### src/wmc_map.svh
// Register numbers, field positions and command codes of the command port
`ifndef WMC_MAP_SVH
`define WMC_MAP_SVH

`define WMC_ADDR_CMD_STATUS 16'h7536
`define WMC_ADDR_OUT_STATUS 16'h7537
`define WMC_ADDR_CH1_UV 16'h759f
`define WMC_ADDR_CMD_CODE 16'h9c41
`define WMC_ADDR_P1_HIGH 16'h9c42
`define WMC_ADDR_P1_LOW 16'h9c43
`define WMC_ADDR_P2_HIGH 16'h9c44
`define WMC_ADDR_P2_LOW 16'h9c45

`define WMC_CODE_NONE 16'h0000
`define WMC_CODE_ZERO 16'h0001
`define WMC_CODE_TARE 16'h0002
`define WMC_CODE_PTARE 16'h0003
`define WMC_CODE_SP1 16'h000a
`define WMC_CODE_SP2 16'h000b
`define WMC_CODE_DOUT 16'h0019
`define WMC_CODE_REBOOT 16'h0022

`define WMC_LAST_MSB 15
`define WMC_LAST_LSB 8
`define WMC_RES_MSB 5
`define WMC_RES_LSB 4
`define WMC_CNT_MSB 3
`define WMC_CNT_LSB 0
`define WMC_DOUT1_BIT 1
`define WMC_DOUT2_BIT 0

`define WMC_RES_NONE 2'h0
`define WMC_RES_OK 2'h1
`define WMC_RES_FAIL 2'h2
`define WMC_RES_UNKNOWN 2'h3

`define WMC_REG_RESET 16'h0000
`define WMC_UV_READ 16'h0000

`endif

### src/wmc_pkg.sv
// Types and helpers of the command port
package wmc_pkg;
    typedef enum logic {WMC_ST_IDLE, WMC_ST_WAIT} wmc_state_t;
    typedef logic [15:0] wmc_word_t;

    // High register carries the most significant half
    function automatic logic [31:0] wmc_join(input wmc_word_t hi,
                                             input wmc_word_t lo);
        return {hi, lo};
    endfunction
endpackage

### src/wmc_if.sv
// Link between the register file and the command sequencer
`timescale 1ns/1ps
interface wmc_if;
    logic go;
    logic [15:0] code;
    logic [31:0] p1;
    logic [31:0] p2;
    logic busy;
    logic [15:0] cmd_stat;
    logic [15:0] out_stat;
    modport regs_mp (output go, code, p1, p2,
                     input busy, cmd_stat, out_stat);
    modport seq_mp (input go, code, p1, p2,
                    output busy, cmd_stat, out_stat);
endinterface

### src/wmc_cmd_port.sv
// Command and status port of the weighing transmitter
`timescale 1ns/1ps
`include "wmc_map.svh"
module wmc_cmd_port import wmc_pkg::*; (
    input wire logic clock,
    input wire logic reset,
    input wire logic [15:0] reg_addr,
    input wire logic reg_wr,
    input wire logic reg_rd,
    input wire logic [15:0] reg_wdata,
    output logic [15:0] reg_rdata,
    output logic reg_rvalid,
    output logic reg_err,
    input wire logic core_done,
    input wire logic core_ok,
    output logic zero_req,
    output logic tare_req,
    output logic preset_tare_req,
    output logic setpoint1_load,
    output logic setpoint2_load,
    output logic reboot_req,
    output logic [31:0] action_value,
    output logic dout1,
    output logic dout2,
    output logic cmd_busy
);
    wmc_if cif();

    wmc_regs u_regs (
        .clock(clock),
        .reset(reset),
        .reg_addr(reg_addr),
        .reg_wr(reg_wr),
        .reg_rd(reg_rd),
        .reg_wdata(reg_wdata),
        .reg_rdata(reg_rdata),
        .reg_rvalid(reg_rvalid),
        .reg_err(reg_err),
        .cif(cif.regs_mp)
    );

    wmc_state_t state_r, state_nxt;
    logic [7:0] code_r, code_nxt;
    logic [7:0] last_r, last_nxt;
    logic [1:0] res_r, res_nxt;
    logic [3:0] cnt_r, cnt_nxt;
    logic [31:0] val_r, val_nxt;
    logic zero_r, zero_nxt, tare_r, tare_nxt, ptare_r, ptare_nxt;
    logic sp1_r, sp1_nxt, sp2_r, sp2_nxt, boot_r, boot_nxt;
    logic dout1_r, dout1_nxt, dout2_r, dout2_nxt;
    logic fin;
    logic [7:0] fin_code;
    logic [1:0] fin_res;
    logic [15:0] cmd_stat;
    logic [15:0] out_stat;

    always_comb begin
        state_nxt = state_r;
        code_nxt = code_r;
        last_nxt = last_r;
        res_nxt = res_r;
        cnt_nxt = cnt_r;
        val_nxt = val_r;
        zero_nxt = 1'b0;
        tare_nxt = 1'b0;
        ptare_nxt = 1'b0;
        sp1_nxt = 1'b0;
        sp2_nxt = 1'b0;
        boot_nxt = 1'b0;
        dout1_nxt = dout1_r;
        dout2_nxt = dout2_r;
        fin = 1'b0;
        fin_code = code_r;
        fin_res = `WMC_RES_OK;
        unique case (state_r)
            WMC_ST_IDLE: begin
                if (cif.go) begin
                    code_nxt = cif.code[7:0];
                    fin_code = cif.code[7:0];
                    unique case (cif.code)
                        `WMC_CODE_ZERO: begin
                            zero_nxt = 1'b1;
                            state_nxt = WMC_ST_WAIT;
                        end
                        `WMC_CODE_TARE: begin
                            tare_nxt = 1'b1;
                            state_nxt = WMC_ST_WAIT;
                        end
                        `WMC_CODE_PTARE: begin
                            ptare_nxt = 1'b1;
                            val_nxt = cif.p1;
                            state_nxt = WMC_ST_WAIT;
                        end
                        `WMC_CODE_SP1: begin
                            sp1_nxt = 1'b1;
                            val_nxt = cif.p1;
                            state_nxt = WMC_ST_WAIT;
                        end
                        `WMC_CODE_SP2: begin
                            sp2_nxt = 1'b1;
                            val_nxt = cif.p1;
                            state_nxt = WMC_ST_WAIT;
                        end
                        `WMC_CODE_DOUT: begin
                            // Outputs are held here, so the command ends now
                            dout1_nxt = cif.p1[`WMC_DOUT1_BIT];
                            dout2_nxt = cif.p1[`WMC_DOUT2_BIT];
                            fin = 1'b1;
                        end
                        `WMC_CODE_REBOOT: begin
                            // No answer can come back from a restart
                            boot_nxt = 1'b1;
                            fin = 1'b1;
                        end
                        default: begin
                            fin = 1'b1;
                            fin_res = `WMC_RES_UNKNOWN;
                        end
                    endcase
                end
            end
            WMC_ST_WAIT: begin
                if (core_done) begin
                    fin = 1'b1;
                    fin_res = core_ok ? `WMC_RES_OK : `WMC_RES_FAIL;
                    state_nxt = WMC_ST_IDLE;
                end
            end
        endcase
        if (fin) begin
            last_nxt = fin_code;
            res_nxt = fin_res;
            cnt_nxt = cnt_r + 4'h1;
        end
    end

    always_ff @(posedge clock or posedge reset) begin
        if (reset) begin
            state_r <= WMC_ST_IDLE;
            code_r <= 8'h00;
            last_r <= 8'h00;
            res_r <= `WMC_RES_NONE;
            cnt_r <= 4'h0;
            val_r <= 32'h0000_0000;
            zero_r <= 1'b0;
            tare_r <= 1'b0;
            ptare_r <= 1'b0;
            sp1_r <= 1'b0;
            sp2_r <= 1'b0;
            boot_r <= 1'b0;
            dout1_r <= 1'b0;
            dout2_r <= 1'b0;
        end else begin
            state_r <= state_nxt;
            code_r <= code_nxt;
            last_r <= last_nxt;
            res_r <= res_nxt;
            cnt_r <= cnt_nxt;
            val_r <= val_nxt;
            zero_r <= zero_nxt;
            tare_r <= tare_nxt;
            ptare_r <= ptare_nxt;
            sp1_r <= sp1_nxt;
            sp2_r <= sp2_nxt;
            boot_r <= boot_nxt;
            dout1_r <= dout1_nxt;
            dout2_r <= dout2_nxt;
        end
    end

    always_comb begin
        cmd_stat = 16'h0000;
        cmd_stat[`WMC_LAST_MSB:`WMC_LAST_LSB] = last_r;
        cmd_stat[`WMC_RES_MSB:`WMC_RES_LSB] = res_r;
        cmd_stat[`WMC_CNT_MSB:`WMC_CNT_LSB] = cnt_r;
        out_stat = 16'h0000;
        out_stat[`WMC_DOUT1_BIT] = dout1_r;
        out_stat[`WMC_DOUT2_BIT] = dout2_r;
    end

    assign cif.busy = state_r != WMC_ST_IDLE;
    assign cif.cmd_stat = cmd_stat;
    assign cif.out_stat = out_stat;
    assign cmd_busy = state_r != WMC_ST_IDLE;
    assign zero_req = zero_r;
    assign tare_req = tare_r;
    assign preset_tare_req = ptare_r;
    assign setpoint1_load = sp1_r;
    assign setpoint2_load = sp2_r;
    assign reboot_req = boot_r;
    assign action_value = val_r;
    assign dout1 = dout1_r;
    assign dout2 = dout2_r;
endmodule // wmc_cmd_port

### src/wmc_regs.sv
// Register file and read/write access of the command port
`timescale 1ns/1ps
`include "wmc_map.svh"
module wmc_regs import wmc_pkg::*; (
    input wire logic clock,
    input wire logic reset,
    input wire logic [15:0] reg_addr,
    input wire logic reg_wr,
    input wire logic reg_rd,
    input wire logic [15:0] reg_wdata,
    output logic [15:0] reg_rdata,
    output logic reg_rvalid,
    output logic reg_err,
    wmc_if.regs_mp cif
);
    wmc_word_t cmd_r, cmd_nxt, p1h_r, p1h_nxt, p1l_r, p1l_nxt;
    wmc_word_t p2h_r, p2h_nxt, p2l_r, p2l_nxt, rdata_r, rdata_nxt;
    logic rvalid_r, rvalid_nxt, err_r, err_nxt;

    always_comb begin
        cmd_nxt = cmd_r;
        p1h_nxt = p1h_r;
        p1l_nxt = p1l_r;
        p2h_nxt = p2h_r;
        p2l_nxt = p2l_r;
        rdata_nxt = rdata_r;
        rvalid_nxt = 1'b0;
        err_nxt = 1'b0;
        if (reg_wr) begin
            unique case (reg_addr)
                `WMC_ADDR_CMD_CODE: cmd_nxt = reg_wdata;
                `WMC_ADDR_P1_HIGH: p1h_nxt = reg_wdata;
                `WMC_ADDR_P1_LOW: p1l_nxt = reg_wdata;
                `WMC_ADDR_P2_HIGH: p2h_nxt = reg_wdata;
                `WMC_ADDR_P2_LOW: p2l_nxt = reg_wdata;
                default: err_nxt = 1'b1;
            endcase
        end else if (reg_rd) begin
            rvalid_nxt = 1'b1;
            unique case (reg_addr)
                `WMC_ADDR_CMD_STATUS: rdata_nxt = cif.cmd_stat;
                `WMC_ADDR_OUT_STATUS: rdata_nxt = cif.out_stat;
                `WMC_ADDR_CH1_UV: rdata_nxt = `WMC_UV_READ;
                `WMC_ADDR_CMD_CODE: rdata_nxt = cmd_r;
                `WMC_ADDR_P1_HIGH: rdata_nxt = p1h_r;
                `WMC_ADDR_P1_LOW: rdata_nxt = p1l_r;
                `WMC_ADDR_P2_HIGH: rdata_nxt = p2h_r;
                `WMC_ADDR_P2_LOW: rdata_nxt = p2l_r;
                default: begin
                    rdata_nxt = `WMC_REG_RESET;
                    err_nxt = 1'b1;
                end
            endcase
        end
    end

    always_ff @(posedge clock or posedge reset) begin
        if (reset) begin
            cmd_r <= `WMC_REG_RESET;
            p1h_r <= `WMC_REG_RESET;
            p1l_r <= `WMC_REG_RESET;
            p2h_r <= `WMC_REG_RESET;
            p2l_r <= `WMC_REG_RESET;
            rdata_r <= `WMC_REG_RESET;
            rvalid_r <= 1'b0;
            err_r <= 1'b0;
        end else begin
            cmd_r <= cmd_nxt;
            p1h_r <= p1h_nxt;
            p1l_r <= p1l_nxt;
            p2h_r <= p2h_nxt;
            p2l_r <= p2l_nxt;
            rdata_r <= rdata_nxt;
            rvalid_r <= rvalid_nxt;
            err_r <= err_nxt;
        end
    end

    // A code write while not busy starts a command; code zero requests nothing
    assign cif.go = reg_wr && reg_addr == `WMC_ADDR_CMD_CODE &&
                    reg_wdata != `WMC_CODE_NONE && !cif.busy;
    assign cif.code = reg_wdata;
    assign cif.p1 = wmc_join(p1h_r, p1l_r);
    assign cif.p2 = wmc_join(p2h_r, p2l_r);
    assign reg_rdata = rdata_r;
    assign reg_rvalid = rvalid_r;
    assign reg_err = err_r;
endmodule // wmc_regs

### config.mk
export PLATFORM = sky130hd
export DESIGN_NAME = wmc_cmd_port
export DESIGN_NICKNAME = d
export VERILOG_FILES = /design/src/wmc_pkg.sv /design/src/wmc_if.sv /design/src/wmc_cmd_port.sv /design/src/wmc_regs.sv
export VERILOG_INCLUDE_DIRS = /design/src
export SDC_FILE = /design/constraint.sdc
export NUM_CORES = 1
export LEC_CHECK = 0
export BUFFER_PORTS_ARGS = -buffer_cell sky130_fd_sc_hd__buf_2
export CAP_MARGIN = 0
export CORE_ASPECT_RATIO = 2
export CORE_UTILIZATION = 58
export CTS_BUF_LIST = sky130_fd_sc_hd__clkbuf_8 sky130_fd_sc_hd__clkbuf_16
export DETAILED_ROUTE_END_ITERATION = 8
export HOLD_SLACK_MARGIN = 0.06
export PLACE_DENSITY = 0.79
export SLEW_MARGIN = 20
export SYNTH_ARGS = -nofsm -noshare
export SYNTH_HDL_FRONTEND = slang
export SYNTH_SLANG_ARGS = --single-unit
### constraint.sdc
create_clock -name clock -period 6.7 [get_ports clock]
set_clock_uncertainty 0.1 [all_clocks]
set_input_delay 0.335 -clock clock [delete_from_list [all_inputs] [get_ports clock]]
set_output_delay 0.335 -clock clock [all_outputs]
set_load 0.05 [all_outputs]
; ---- Word level (Yosys, flattened, before mapping)
; Index checks and enable logic that the tools add are counted.
[totals]
register_bits = 161
input_bits = 38
output_inout_bits = 59
wordCells = 98
[op_classes]
addsub = 1
n_eq_ne = 15
muxes = 40
bitwise_logic = 2
reduce_logical = 18
[op_table]
columns = operator, count
row1 = $pmux 16 s7, 1
row2 = $eq 16x16->1 const B, 5
row3 = $eq 16x15->1 const B, 3
row4 = $eq 16x2->1 const B, 2
row5 = $eq 16x4->1 const B, 2
row6 = $mux 1, 30
row7 = $eq 16x1->1 const B, 1
row8 = $eq 16x5->1 const B, 1
row9 = $eq 16x6->1 const B, 1
row10 = $mux 8, 2
row11 = $reduce_bool 16->1, 1
row12 = $reduce_and 2->1, 6
row13 = $reduce_or 5->1, 2
row14 = $mux 2, 4
row15 = $reduce_or 8->1, 1
row16 = $reduce_or 7->1, 1
row17 = $reduce_and 3->1, 2
row18 = $add 4x1->4 const B, 1
row19 = $pmux 1 s2, 2
row20 = $pmux 2 s2, 1
row21 = $logic_and 1x1->1, 3
row22 = $reduce_or 3->1, 1
row23 = $not 1->1, 2
row24 = $logic_not 1->1, 1

; ---- Longest topological paths before layout
; Gate-level depths: netlist (run 1).
[logic_depth]
depth_word = 6
ltp_mapped = 8
mapped_depth_nobuf = 5

; ---- Cells and area by module
; From an unflattened synthesis (run 1), not the netlist that was laid out.
[hier_totals]
hier_cells = 610
hier_area_um2 = 7785.0
[by_module_without_submodules]
columns = module, n_inst, cells_per_inst, area_per_inst_um2, seq_area_each_um2
row1 = wmc_regs, 1, 383, 4913.5, 2452.4
row2 = wmc_cmd_port, 1, 227, 2871.5, 1576.5

; ---- Worst setup path after synthesis (run 1)
; OpenSTA, ideal clock, no wires.
[synth_timing]
path_type = in2reg
startpoint = in reg_addr[4]
endpoint = reg u_regs.p1h_r[6]
setup_ns = 0.125
t_arrival_ns = 1.950
required_time_ns = 6.475
setup_slack_ns = 4.525
path_stages = 8
path_buffers = 3
cell_sequence = nor4b_4 -> and4_1 -> buf_6 -> and3_1 -> and3b_1 -> buf_4 -> buf_6 -> mux2_2
[synth_between]
elab_chain_cells = 2
[synth_rtl]
columns = element, line_no
row1 = start: declaration, wmc_cmd_port.sv:7  ; input wire logic [15:0] reg_addr,
row2 = $eq 16x16->1, wmc_regs.sv:30  ; unique case (reg_addr)
row3 = $reduce_and 2->1 (no line), -
row4 = end signal: assignment, wmc_regs.sv:60  ; p1h_r <= `WMC_REG_RESET;
row5 = end signal: assignment, wmc_regs.sv:69  ; p1h_r <= p1h_nxt;
row6 = end: declaration, wmc_regs.sv:16  ; wmc_word_t cmd_r, cmd_nxt, p1h_r, p1h_nxt, p1l_r, p1l_nxt;
; No other way between the ends.
; A chain may end at the register's enable or synchronous reset.

; ---- Worst setup path after layout (run 1)
[layout_timing]
startpoint = in reg_addr[0]
endpoint = reg u_regs.p2l_r[9]
[layout_between]
elab_chain_cells = 2
[layout_rtl]
columns = element, line_no
row1 = $eq 16x16->1, wmc_regs.sv:30
row2 = $reduce_and 2->1 (no line), -
row3 = end signal: assignment, wmc_regs.sv:63  ; p2l_r <= `WMC_REG_RESET;
row4 = end signal: assignment, wmc_regs.sv:72  ; p2l_r <= p2l_nxt;
row5 = end: declaration, wmc_regs.sv:17  ; wmc_word_t p2h_r, p2h_nxt, p2l_r, p2l_nxt, rdata_r, rdata_nxt;
; No other way between the ends.

==> impl_metrics.toml, run 1 <==
[yosys]
netlist.top_cell.by_area = "dfrtp_1"
yosysWarnings = 0
synth_edf_count = 0
synthTopCellsByArea = "dfrtp_1, mux2_2, a222oi_1, nor2_1, a211oi_1"
synth_area_per_cell_um2 = 13.4
synth_ff_type = "dfrtp_1"
netlist_instances = 538
async_flop_share_pct = 100
syn_area_mm2 = 0.00723
synth_cell_types = 57
ys_seq_area_share_pct = 55.7
synth_top_area_share_pct = 55.7
syn-num-nets = 577
synth_seq_cells = 161

[grt]
grt_use_met3_pct = 5.77
grt_pass1_vias = 5309
grt_use_met1_pct = 35.0
gr-total-overflow = 0
use_met2_pct = 48.8
grt_max_degree = 84
grt_usage_pct = 30.0
antenna_found_initial = 1
busiest_layer = "met2"
grt_first_pass_wirelength_mm = 28.2

[die]
start_util_pct = 59.6
die_h_um = 160
rows = 57
die_x_um = 80.9
ios = 97
die-area_mm2 = 0.0129
coreArea_mm2 = 0.0121

[clock_tree]
cts-htree-levels = 4
cts.repair.resized = 0
clk_pin_slew_ns = 0.06
clockBufferDepth = 2
cts_tree = "yes"
cts.sinks = 161
clk_latency_ns = 0.42
numCtsBuffers = 17
cts_setup_buffers = 0
clockRootBuffer = "clkbuf_16"

[place]
gp_congestion = 0.919
hpwl_mm = 12.0
pre_cts_ws_ns = 3.20
port_buffers = 96

[sta]
fin_crit_ns = 3.00
setup_tns_ns = 0
clock.fmax_mhz = 333
setup_slack_ns = 3.70
setup_viol = 0
slew_viol_final = 0
max_slew_margin_pct = 27.3
period_share_pct = 44.8
tightestPinTransition_ns = 1.09
rsz0062_at_grt = "false"
hold_viol_final = 0

[power_and_ir_drop]
p_leak_nw = 4.31
total_power_mw = 2.13
p_per_area_mw_per_mm2 = 254
peakVddDrop_v = 0.000227

[worst_setup_path]
crit_path_end_kind = "flip-flop"
critPathMaxFanout = 30
r2r-start = "cmd_busy"
setup.worst_path.start = "reg_addr[0]"
cp_data_required_time_ns = 6.90
cp-start-kind = "primary input"
criticalPathCategory = "primary input to flip-flop"
worst-endpoint-arrival_ns = 3.20

[final_layout]
layout.nets = 663
drive_gt1_share_pct = 44.7
syn2layout_area_growth_pct = 16.3
final_cell_mix = "dfrtp_1, mux2_2, buf_2"
final_common_cell = "dfrtp_1"

[routing]
num_vias = 4965
finalWirelength_mm = 17.7
wl_per_cell_um = 22.5
drtPass1Iterations = 5
antenna_left = 0
drc = 0
viasPerCell = 6.32
drt_iter0_drc = 436

[hold_path]
worstHoldPathType = "primary input to flip-flop"
min_from = "reg_wdata[13]"

[flow_run]
drv_cap = 0

[run_status]
status = "complete, no violations"
## sequential cells by signal, summed over array words and instances, names as in the netlist, 2 cells and up
signal            cells
u_regs.p2h_r         16
cnt_r                 4
last_r                8
u_regs.cmd_r         16
u_regs.p1h_r         16
res_r                 2
code_r                8
action_value         32
u_regs.p2l_r         16
u_regs.reg_rdata     16
u_regs.p1l_r         16
## cell families (layout without fill, tap and decap cells)
group,count (synthesis),count (layout),synth area share (%)
other,0,1,0
multiplexers,147,147,22.9
adder cells (fa/ha/maj),1,1,0.173
AND/OR/NAND/NOR,102,102,9.00
XOR/XNOR,3,3,0.364
buffers and inverters,48,147,3.27
flip-flops,161,161,55.7
AO/OA/AOI/OAI,76,76,8.55
## worst paths after layout
kind | endpoint | slack [ns] | cells past startpoint
setup / recovery | u_regs.p2l_r[9] | 3.70 | 5
hold / removal | u_regs.p2h_r[13] | 0.13 | 2
setup reg to reg | action_value[22] | 4.50 | 3
hold reg to reg | code_r[4] | 0.39 | 2
max in group asynchronous | u_regs.p2h_r[1] | 4.53 | 4
min in group asynchronous | action_value[2] | 0.49 | 3
## timing repair
action / in CTS / in global routing
hold buffers: 2 / 0
setup endpoints to repair: 0 / 0
hold endpoints to repair: 83 / 0
## layer usage
layer	vias to the layer above	wire [um]	part of all wire, %
met5	-	0	0
met4	0	916	5.2
met3	58	995	5.6
met2	226	9180	52
met1	2513	6570	37
li1	2168	-	-
## power breakdown
part | total [mW] | internal (mW) | switching [mW]
Combinational | 0.107 | 0.0266 | 0.0808
Clock | 1.03 | 0.644 | 0.390
Sequential | 0.991 | 0.982 | 0.00869
Total | 2.13 | 1.65 | 0.480
## cell usage after synthesis (4+ instances only)
cell type / number
dfrtp_1: 161
mux2_2: 136
nor2_1: 29
clkbuf_1: 18
a211oi_1: 14
inv_1: 14
a222oi_1: 13
a22oi_1: 12
a21oi_1: 11
a22o_1: 11
mux2i_1: 8
nor3_1: 8
nand2_1: 7
nand3_1: 7
buf_2: 6
buf_6: 6
a31oi_1: 5
and3b_1: 5
and4_1: 5
or3_1: 5
nor2b_1: 4
nor4_1: 4
## metrics by stage
| step | cell area, um2 | utilization (%) | cells | hold WS [ns] |
|---|---|---|---|---|
| 2_1_floorplan | 7230 | - | 538 | 0.333 |
| 6_report | 8410 | 69.3 | 785 | 0.127 |
| 4_1_cts | 8400 | 69.3 | 784 | 0.122 |
| 3_3_place_gp | 7740 | 63.8 | 750 | 0.352 |
| 3_5_place_dp | 7740 | 63.8 | 750 | 0.373 |
| 5_1_grt | 8410 | 69.3 | 785 | 0.133 |
## critical path: stages
cell      delay (ns)
buf_2           0.55
nand2b_1        0.27
nor3_4          0.71
nand2_1         0.79
mux2_2          0.52
## layout make-up
cell class,count,area (um2)
clock buffer,19,453
inverter,15,61.3
timing repair buffer,100,515
sequential,161,4030
tap,147,184
antenna,1,2.50
fill,865,3720
multi-input combinational,329,2980
clock inverter,13,185
No activity file was read; power rests on OpenSTA's default activity.
==> inputs of run 2 (changes only) <==
--- a/config.mk
+++ b/config.mk
@@ -6,6 +6,7 @@
 export SDC_FILE = /design/constraint.sdc
 export NUM_CORES = 1
 export LEC_CHECK = 0
+export ABC_AREA = 1
 export BUFFER_PORTS_ARGS = -buffer_cell sky130_fd_sc_hd__buf_2
 export CAP_MARGIN = 0
 export CORE_ASPECT_RATIO = 2
==> constraint.sdc (replaced) <==
create_clock -name clock -period 2.9 [get_ports clock]
set_clock_uncertainty 0.1 [all_clocks]
set_input_delay 0.145 -clock clock [delete_from_list [all_inputs] [get_ports clock]]
set_output_delay 0.145 -clock clock [all_outputs]
set_load 0.05 [all_outputs]
==> run 2 against run 1 <==
  * Synthesized area up 3.3%
  * Setup slack worse by 3.3 ns
  * Highest routed layer unchanged
  * Sequential share of layout area down 2.3 points
==> impl_metrics.toml, run 2 <==
[sta]
rsz0062_at_grt = "false"
fin_crit_ns = 2.51
hold_viol_final = 0
tightestPinTransition_ns = 1.00
setup_tns_ns = 0
setup_viol = 0
slew_viol_final = 0
setup_slack_ns = 0.394
period_share_pct = 86.4
max_slew_margin_pct = 33.0
clock.fmax_mhz = 399

[grt]
grt_usage_pct = 33.3
gr-total-overflow = 0
grt_pass1_vias = 6570
antenna_found_initial = 0
grt_max_degree = 71
grt_first_pass_wirelength_mm = 32.4

[routing]
drt_iter0_drc = 661
finalWirelength_mm = 20.6
num_vias = 6942
wl_per_cell_um = 17.0
drc = 0
antenna_left = 0
drtPass1Iterations = 6
viasPerCell = 5.73

[yosys]
ys_seq_area_share_pct = 54.0
synth_ff_type = "dfrtp_1"
synth_common_cells = "nand2_1, dfrtp_1, nor2_1, nand3_1, o21ai_0"
netlist_instances = 944
synth.most_common_cell = "nand2_1"
synthTopCellsByArea = "dfrtp_1, nand2_1, nand3_1, nor2_1, o21ai_0"
synth_top_area_share_pct = 54.0
syn_area_mm2 = 0.00747
synth_seq_cells = 161
synth_edf_count = 0
async_flop_share_pct = 100
synth_cell_types = 30
synth_area_per_cell_um2 = 7.91
netlist.top_cell.by_area = "dfrtp_1"
syn-num-nets = 983
yosysWarnings = 0

[power_and_ir_drop]
p_leak_nw = 4.82
peakVddDrop_v = 0.000452
p_per_area_mw_per_mm2 = 513

[clock_tree]
numCtsBuffers = 17
cts.sinks = 161
clockBufferDepth = 2
clk_latency_ns = 0.42
clockRootBuffer = "clkbuf_16"
clk_pin_slew_ns = 0.07
cts_setup_buffers = 0
cts-htree-levels = 4
cts_tree = "yes"

[place]
gp_congestion = 0.840
pre_cts_ws_ns = 0.612
hpwl_mm = 14.0
port_buffers = 96
placed_cell_area_mm2 = 0.00808

[final_layout]
utilization_pct = 70.4
final_common_cell = "nand2_1"
final_cell_mix = "nand2_1, dfrtp_1, nor2_1"
largest_reg_flops = 32
design_area_mm2 = 0.00884
syn2layout_area_growth_pct = 18.4
layout.nets = 1088
antenna_cells = 0
drive_gt1_share_pct = 15.6

[die]
rows = 58
die_x_um = 82.2
ios = 97
coreArea_mm2 = 0.0126
die-area_mm2 = 0.0134
start_util_pct = 59.5
die_h_um = 162

[worst_setup_path]
setup.worst_path.start = "reg_wdata[8]"
crit_family = "buffers and inverters"
critPathMaxFanout = 10
cp_cell_sequence = "dlygate4sd3_1 -> buf_2 -> nor2_1 -> nand2_1 -> nor2_2 -> nand2_1 -> nand2_2 -> inv_1 -> nand2_2 -> nor4_1 -> dlygate4sd3_1"
crit_path_max_incr_delay_ns = 0.55
r2r-start = "cmd_busy"
crit_path_top_delay_cell = "dlygate4sd3_1"
ff2ff_setup_slack_ns = 0.99
criticalPathCategory = "primary input to flip-flop"
critPathBufInv = 4
cp_data_required_time_ns = 3.11
crit_path_end_kind = "flip-flop"
cp-start-kind = "primary input"
worst-endpoint-arrival_ns = 2.71

[flow_run]
drv_cap = 0

[hold_path]
min_from = "reg_addr[7]"
worstHoldPathType = "primary input to flip-flop"

[run_status]
status = "complete, no violations"
## run 2: stage by stage
stage	total power, mW	hold slack, ns	cells
floorplan	2.40	0.141	944
global placement	2.49	0.101	1159
detailed placement	2.49	0.101	1159
CTS	4.54	0.0891	1212
global route	4.67	0.128	1212
finish	4.53	0.0945	1212
## run 2: layout make-up
class,instances,area (um2)
clock buffer,18,439
clock inverter,14,110
fill,1026,3720
inverter,50,191
multi-input combinational,688,3050
sequential,161,4030
tap,150,188
timing repair buffer,131,833
## run 2: power by group
group,switching [mW],internal (mW),total (mW)
Clock,0.934,1.13,2.06
Combinational,0.146,0.0649,0.211
Sequential,0.00718,2.25,2.26
Total,1.09,3.44,4.53
## run 2: cells by family (layout without fill, tap and decap cells)
family | Yosys count | in the layout | share of synthesized area, %
AO/OA/AOI/OAI | 117 | 117 | 7.93
XOR/XNOR | 2 | 2 | 0.235
adder cells (fa/ha/maj) | 1 | 1 | 0.168
buffers and inverters | 95 | 213 | 5.23
flip-flops | 161 | 161 | 54.0
AND/OR/NAND/NOR | 568 | 568 | 32.5
## run 2: timing repair
item                                    CTS  global route
gates resized for setup                   0             0
hold buffers                             21             0
hold endpoints to repair                188             0
endpoints found under the setup margin    0             0
## run 2: final timing paths
kind,endpoint,cells past startpoint
hold reg to reg,code_r[1],2
max in group asynchronous,action_value[22],4
setup reg to reg,tare_req,6
min in group asynchronous,u_regs.cmd_r[11],3
hold / removal,u_regs.reg_err,6
setup / recovery,tare_req,11
## run 2: worst min-delay path, stage by stage
cell and delay [ns]:
buf_2 0.12, nand2_1 0.06, nor3_1 0.04, nand3_1 0.08, nand3_1 0.07, o21ai_0 0.07
## run 2: routing by layer
layer / global-route usage (%) / routed length, um / up-vias
li1: - / - / 3248
met1: 38.2 / 7440 / 3320
met2: 55.1 / 10800 / 294
met3: 5.77 / 961 / 80
met4: 22.0 / 1400 / 0
met5: 0 / 0 / -
==> inputs of run 3 (changes only) <==
--- a/config.mk
+++ b/config.mk
@@ -10,12 +10,13 @@
 export BUFFER_PORTS_ARGS = -buffer_cell sky130_fd_sc_hd__buf_2
 export CAP_MARGIN = 0
 export CORE_ASPECT_RATIO = 2
-export CORE_UTILIZATION = 58
+export CORE_UTILIZATION = 59
 export CTS_BUF_LIST = sky130_fd_sc_hd__clkbuf_8 sky130_fd_sc_hd__clkbuf_16
 export DETAILED_ROUTE_END_ITERATION = 8
 export HOLD_SLACK_MARGIN = 0.06
-export PLACE_DENSITY = 0.79
+export PLACE_DENSITY = 0.8
 export SLEW_MARGIN = 20
 export SYNTH_ARGS = -nofsm -noshare
 export SYNTH_HDL_FRONTEND = slang
+export SYNTH_HIERARCHICAL = 1
 export SYNTH_SLANG_ARGS = --single-unit
==> run 3 against run 2 <==
  * Critical path depth rose by 2
  * Worst hold slack got worse by 0.030 ns
  * The flow now finishes with violations (design-rule violations)
  * Register-to-register slack lost 0.10 ns
  * Synthesized cell count grew 3.4%
  * Highest routed layer unchanged
  * Critical path type unchanged
==> impl_metrics.toml, run 3 <==
[run_status]
status = "finished, violations left"
violations = "design-rule violations"

[sta]
setup_tns_ns = 0
setup_viol = 0
tightestPinTransition_ns = 0.704
period_share_pct = 81.8
slew_viol_final = 0
fin_crit_ns = 2.37
clock.fmax_mhz = 422
hold_viol_final = 0
max_slew_margin_pct = 53.0
rsz0062_at_grt = "false"

[power_and_ir_drop]
seqPwrFrac_pct = 49.3
switching_share_pct = 25.7
share_comb_of_total_power_pct = 6.4
p_leak_nw = 4.89
p_per_area_mw_per_mm2 = 509
peakVddDrop_v = 0.000461
power.clock.fraction_pct = 44.4
p_int_mw = 3.50
switchingPower_mw = 1.21
total_power_mw = 4.72

[yosys]
netlist_instances = 976
synth_cell_types = 40
netlist.top_cell.by_area = "dfrtp_1"
synth_top_area_share_pct = 49.8
synth_edf_count = 0
synthTopCellsByArea = "dfrtp_1, nand2_1, nand3_1, o21ai_1, inv_1"
synth.most_common_cell = "nand2_1"
ys_seq_area_share_pct = 49.8
synth_common_cells = "nand2_1, dfrtp_1, nand3_1, inv_1, nor2_1"
async_flop_share_pct = 100
synth_ff_type = "dfrtp_1"
yosysWarnings = 6
synth_area_per_cell_um2 = 8.29
synth_seq_cells = 161
syn_area_mm2 = 0.00809

[die]
ios = 97
coreArea_mm2 = 0.0134
rows = 60
die_h_um = 168
start_util_pct = 60.2
die_x_um = 84.8
die-area_mm2 = 0.0142

[routing]
num_vias = 6856
top_layer_used = "met4"
antenna_left = 0
wl_met2_mm = 10.6
drtPass1Iterations = 8
drc = 9
route.met3.wl_mm = 1.01
viasPerCell = 5.49
drt-met1-wl_mm = 7.55
finalWirelength_mm = 20.5
wl_per_cell_um = 16.4
drt_iter0_drc = 559

[worst_setup_path]
crit_path_end_kind = "flip-flop"
r2r-start = "cmd_busy"
ff2ff_setup_slack_ns = 0.89
criticalPathCategory = "primary input to flip-flop"
cp_data_required_time_ns = 3.14
worst-endpoint-arrival_ns = 2.61
r2r_cells = 5
cp-start-kind = "primary input"
rr_endpoint = "zero_req"
critPathMaxFanout = 38

[hold_path]
min_from = "reg_wdata[8]"
hold_end = "reboot_req"
hold_depth = 6
worstHoldPathType = "primary input to flip-flop"

[place]
hpwl_mm = 14.5
gp_congestion = 0.927
port_buffers = 96
dp.cells = 1198
placed_cell_area_mm2 = 0.00850

[final_layout]
antenna_cells = 0
syn2layout_area_growth_pct = 14.5
layout.nets = 1120
design_area_mm2 = 0.00926
final_common_cell = "nand2_1"
largest_reg_flops = 32
drive_gt1_share_pct = 20.0
utilization_pct = 68.9
final_cell_mix = "nand2_1, dfrtp_1, nand3_1"
final_cells = 1249

[clock_tree]
clk_pin_slew_ns = 0.06
cts.sinks = 161
clk_latency_ns = 0.43
numCtsBuffers = 17
cts_setup_buffers = 0
cts_tree = "yes"
clockRootBuffer = "clkbuf_16"
holdBufCountCts = 18
cts-htree-levels = 4
cts.repair.resized = 0
clockBufferDepth = 2

[grt]
grt_usage_pct = 30.3
antenna_found_initial = 0
grt_max_degree = 87
grt_first_pass_wirelength_mm = 32.8
grt_pass1_vias = 6578
gr-total-overflow = 0

[flow_run]
drv_cap = 0
==> run 3: changes by cell type in the layout (fill, tap and decap cells not counted), moves of 16 or more <==
cell     change
o21ai_0     -48
a21oi_1     -31
o21ai_1     +70
inv_1       +36
nor2_1      -57
conb_1      +16
o21ai_2     +17
==> run 3: power by group through the flow <==
stage          combinational (mW)  clock [mW]  sequential (mW)
3_3_place_gp                0.274           0             2.36
5_1_grt                     0.336        2.21             2.33
3_5_place_dp                0.282           0             2.37
6_report                    0.300        2.09             2.32
4_1_cts                     0.300        2.12             2.32
2_1_floorplan               0.196           0             2.36
==> run 3: final cells by class <==
class / count / area [um2]
flip-flops and latches: 161 / 4030
inverters: 89 / 335
clock buffers: 17 / 425
fillers: 1059 / 4170
clock inverters: 15 / 126
well taps: 155 / 194
repair buffers: 132 / 841
multi-input cells: 680 / 3310
==> run 3: worst max-delay path, stage by stage <==
cell	delay [ns]
dlygate4sd3_1	0.55
buf_2	0.14
inv_1	0.20
nand4_1	0.14
nor2_1	0.13
nand3_1	0.08
nor3b_2	0.19
nand2_2	0.08
clkinv_1	0.25
o21ai_4	0.31
buf_16	0.24
nand2_1	0.07
o21ai_0	0.07
==> run 3: routing by layer <==
| layer | track usage (%) | vias up |
|---|---|---|
| met3 | 4.68 | 65 |
| met5 | 0 | - |
| met1 | 33.8 | 3226 |
| met4 | 19.9 | 0 |
| li1 | - | 3297 |
| met2 | 53.0 | 268 |
==> run 3: worst max-delay path by stage <==
stage                             endpoint           from  cells past startpoint
final                     action_value[31]  reg_wdata[14]                     13
after detailed placement  action_value[20]  reg_wdata[11]                     11
after global placement    action_value[23]  reg_wdata[14]                     12
after CTS                 action_value[23]  reg_wdata[14]                     13
after floorplan            u_regs/cmd_r[0]          reset                      1
after global routing      action_value[26]  reg_wdata[14]                     13
==> run 3: cell families (layout without fill, tap and decap cells) <==
logic type | count (synthesis) | after routing | synth area share (%)
buffers and inverters | 150 | 253 | 9.94
AND/OR/NAND/NOR | 536 | 536 | 31.1
XOR/XNOR | 2 | 2 | 0.217
flip-flops | 161 | 161 | 49.8
adder cells (fa/ha/maj) | 1 | 1 | 0.155
other | 1 | 16 | 0.0464
AO/OA/AOI/OAI | 125 | 125 | 8.69
==> run 3: through the flow <==
step / hold slack (ns) / setup WS, ns
floorplan: 0.247 / 0.0929
CTS: 0.0612 / 0.359
detailed placement: 0.180 / 0.444
global placement: 0.176 / 0.507
finish: 0.0647 / 0.529
global route: 0.0779 / 0.364
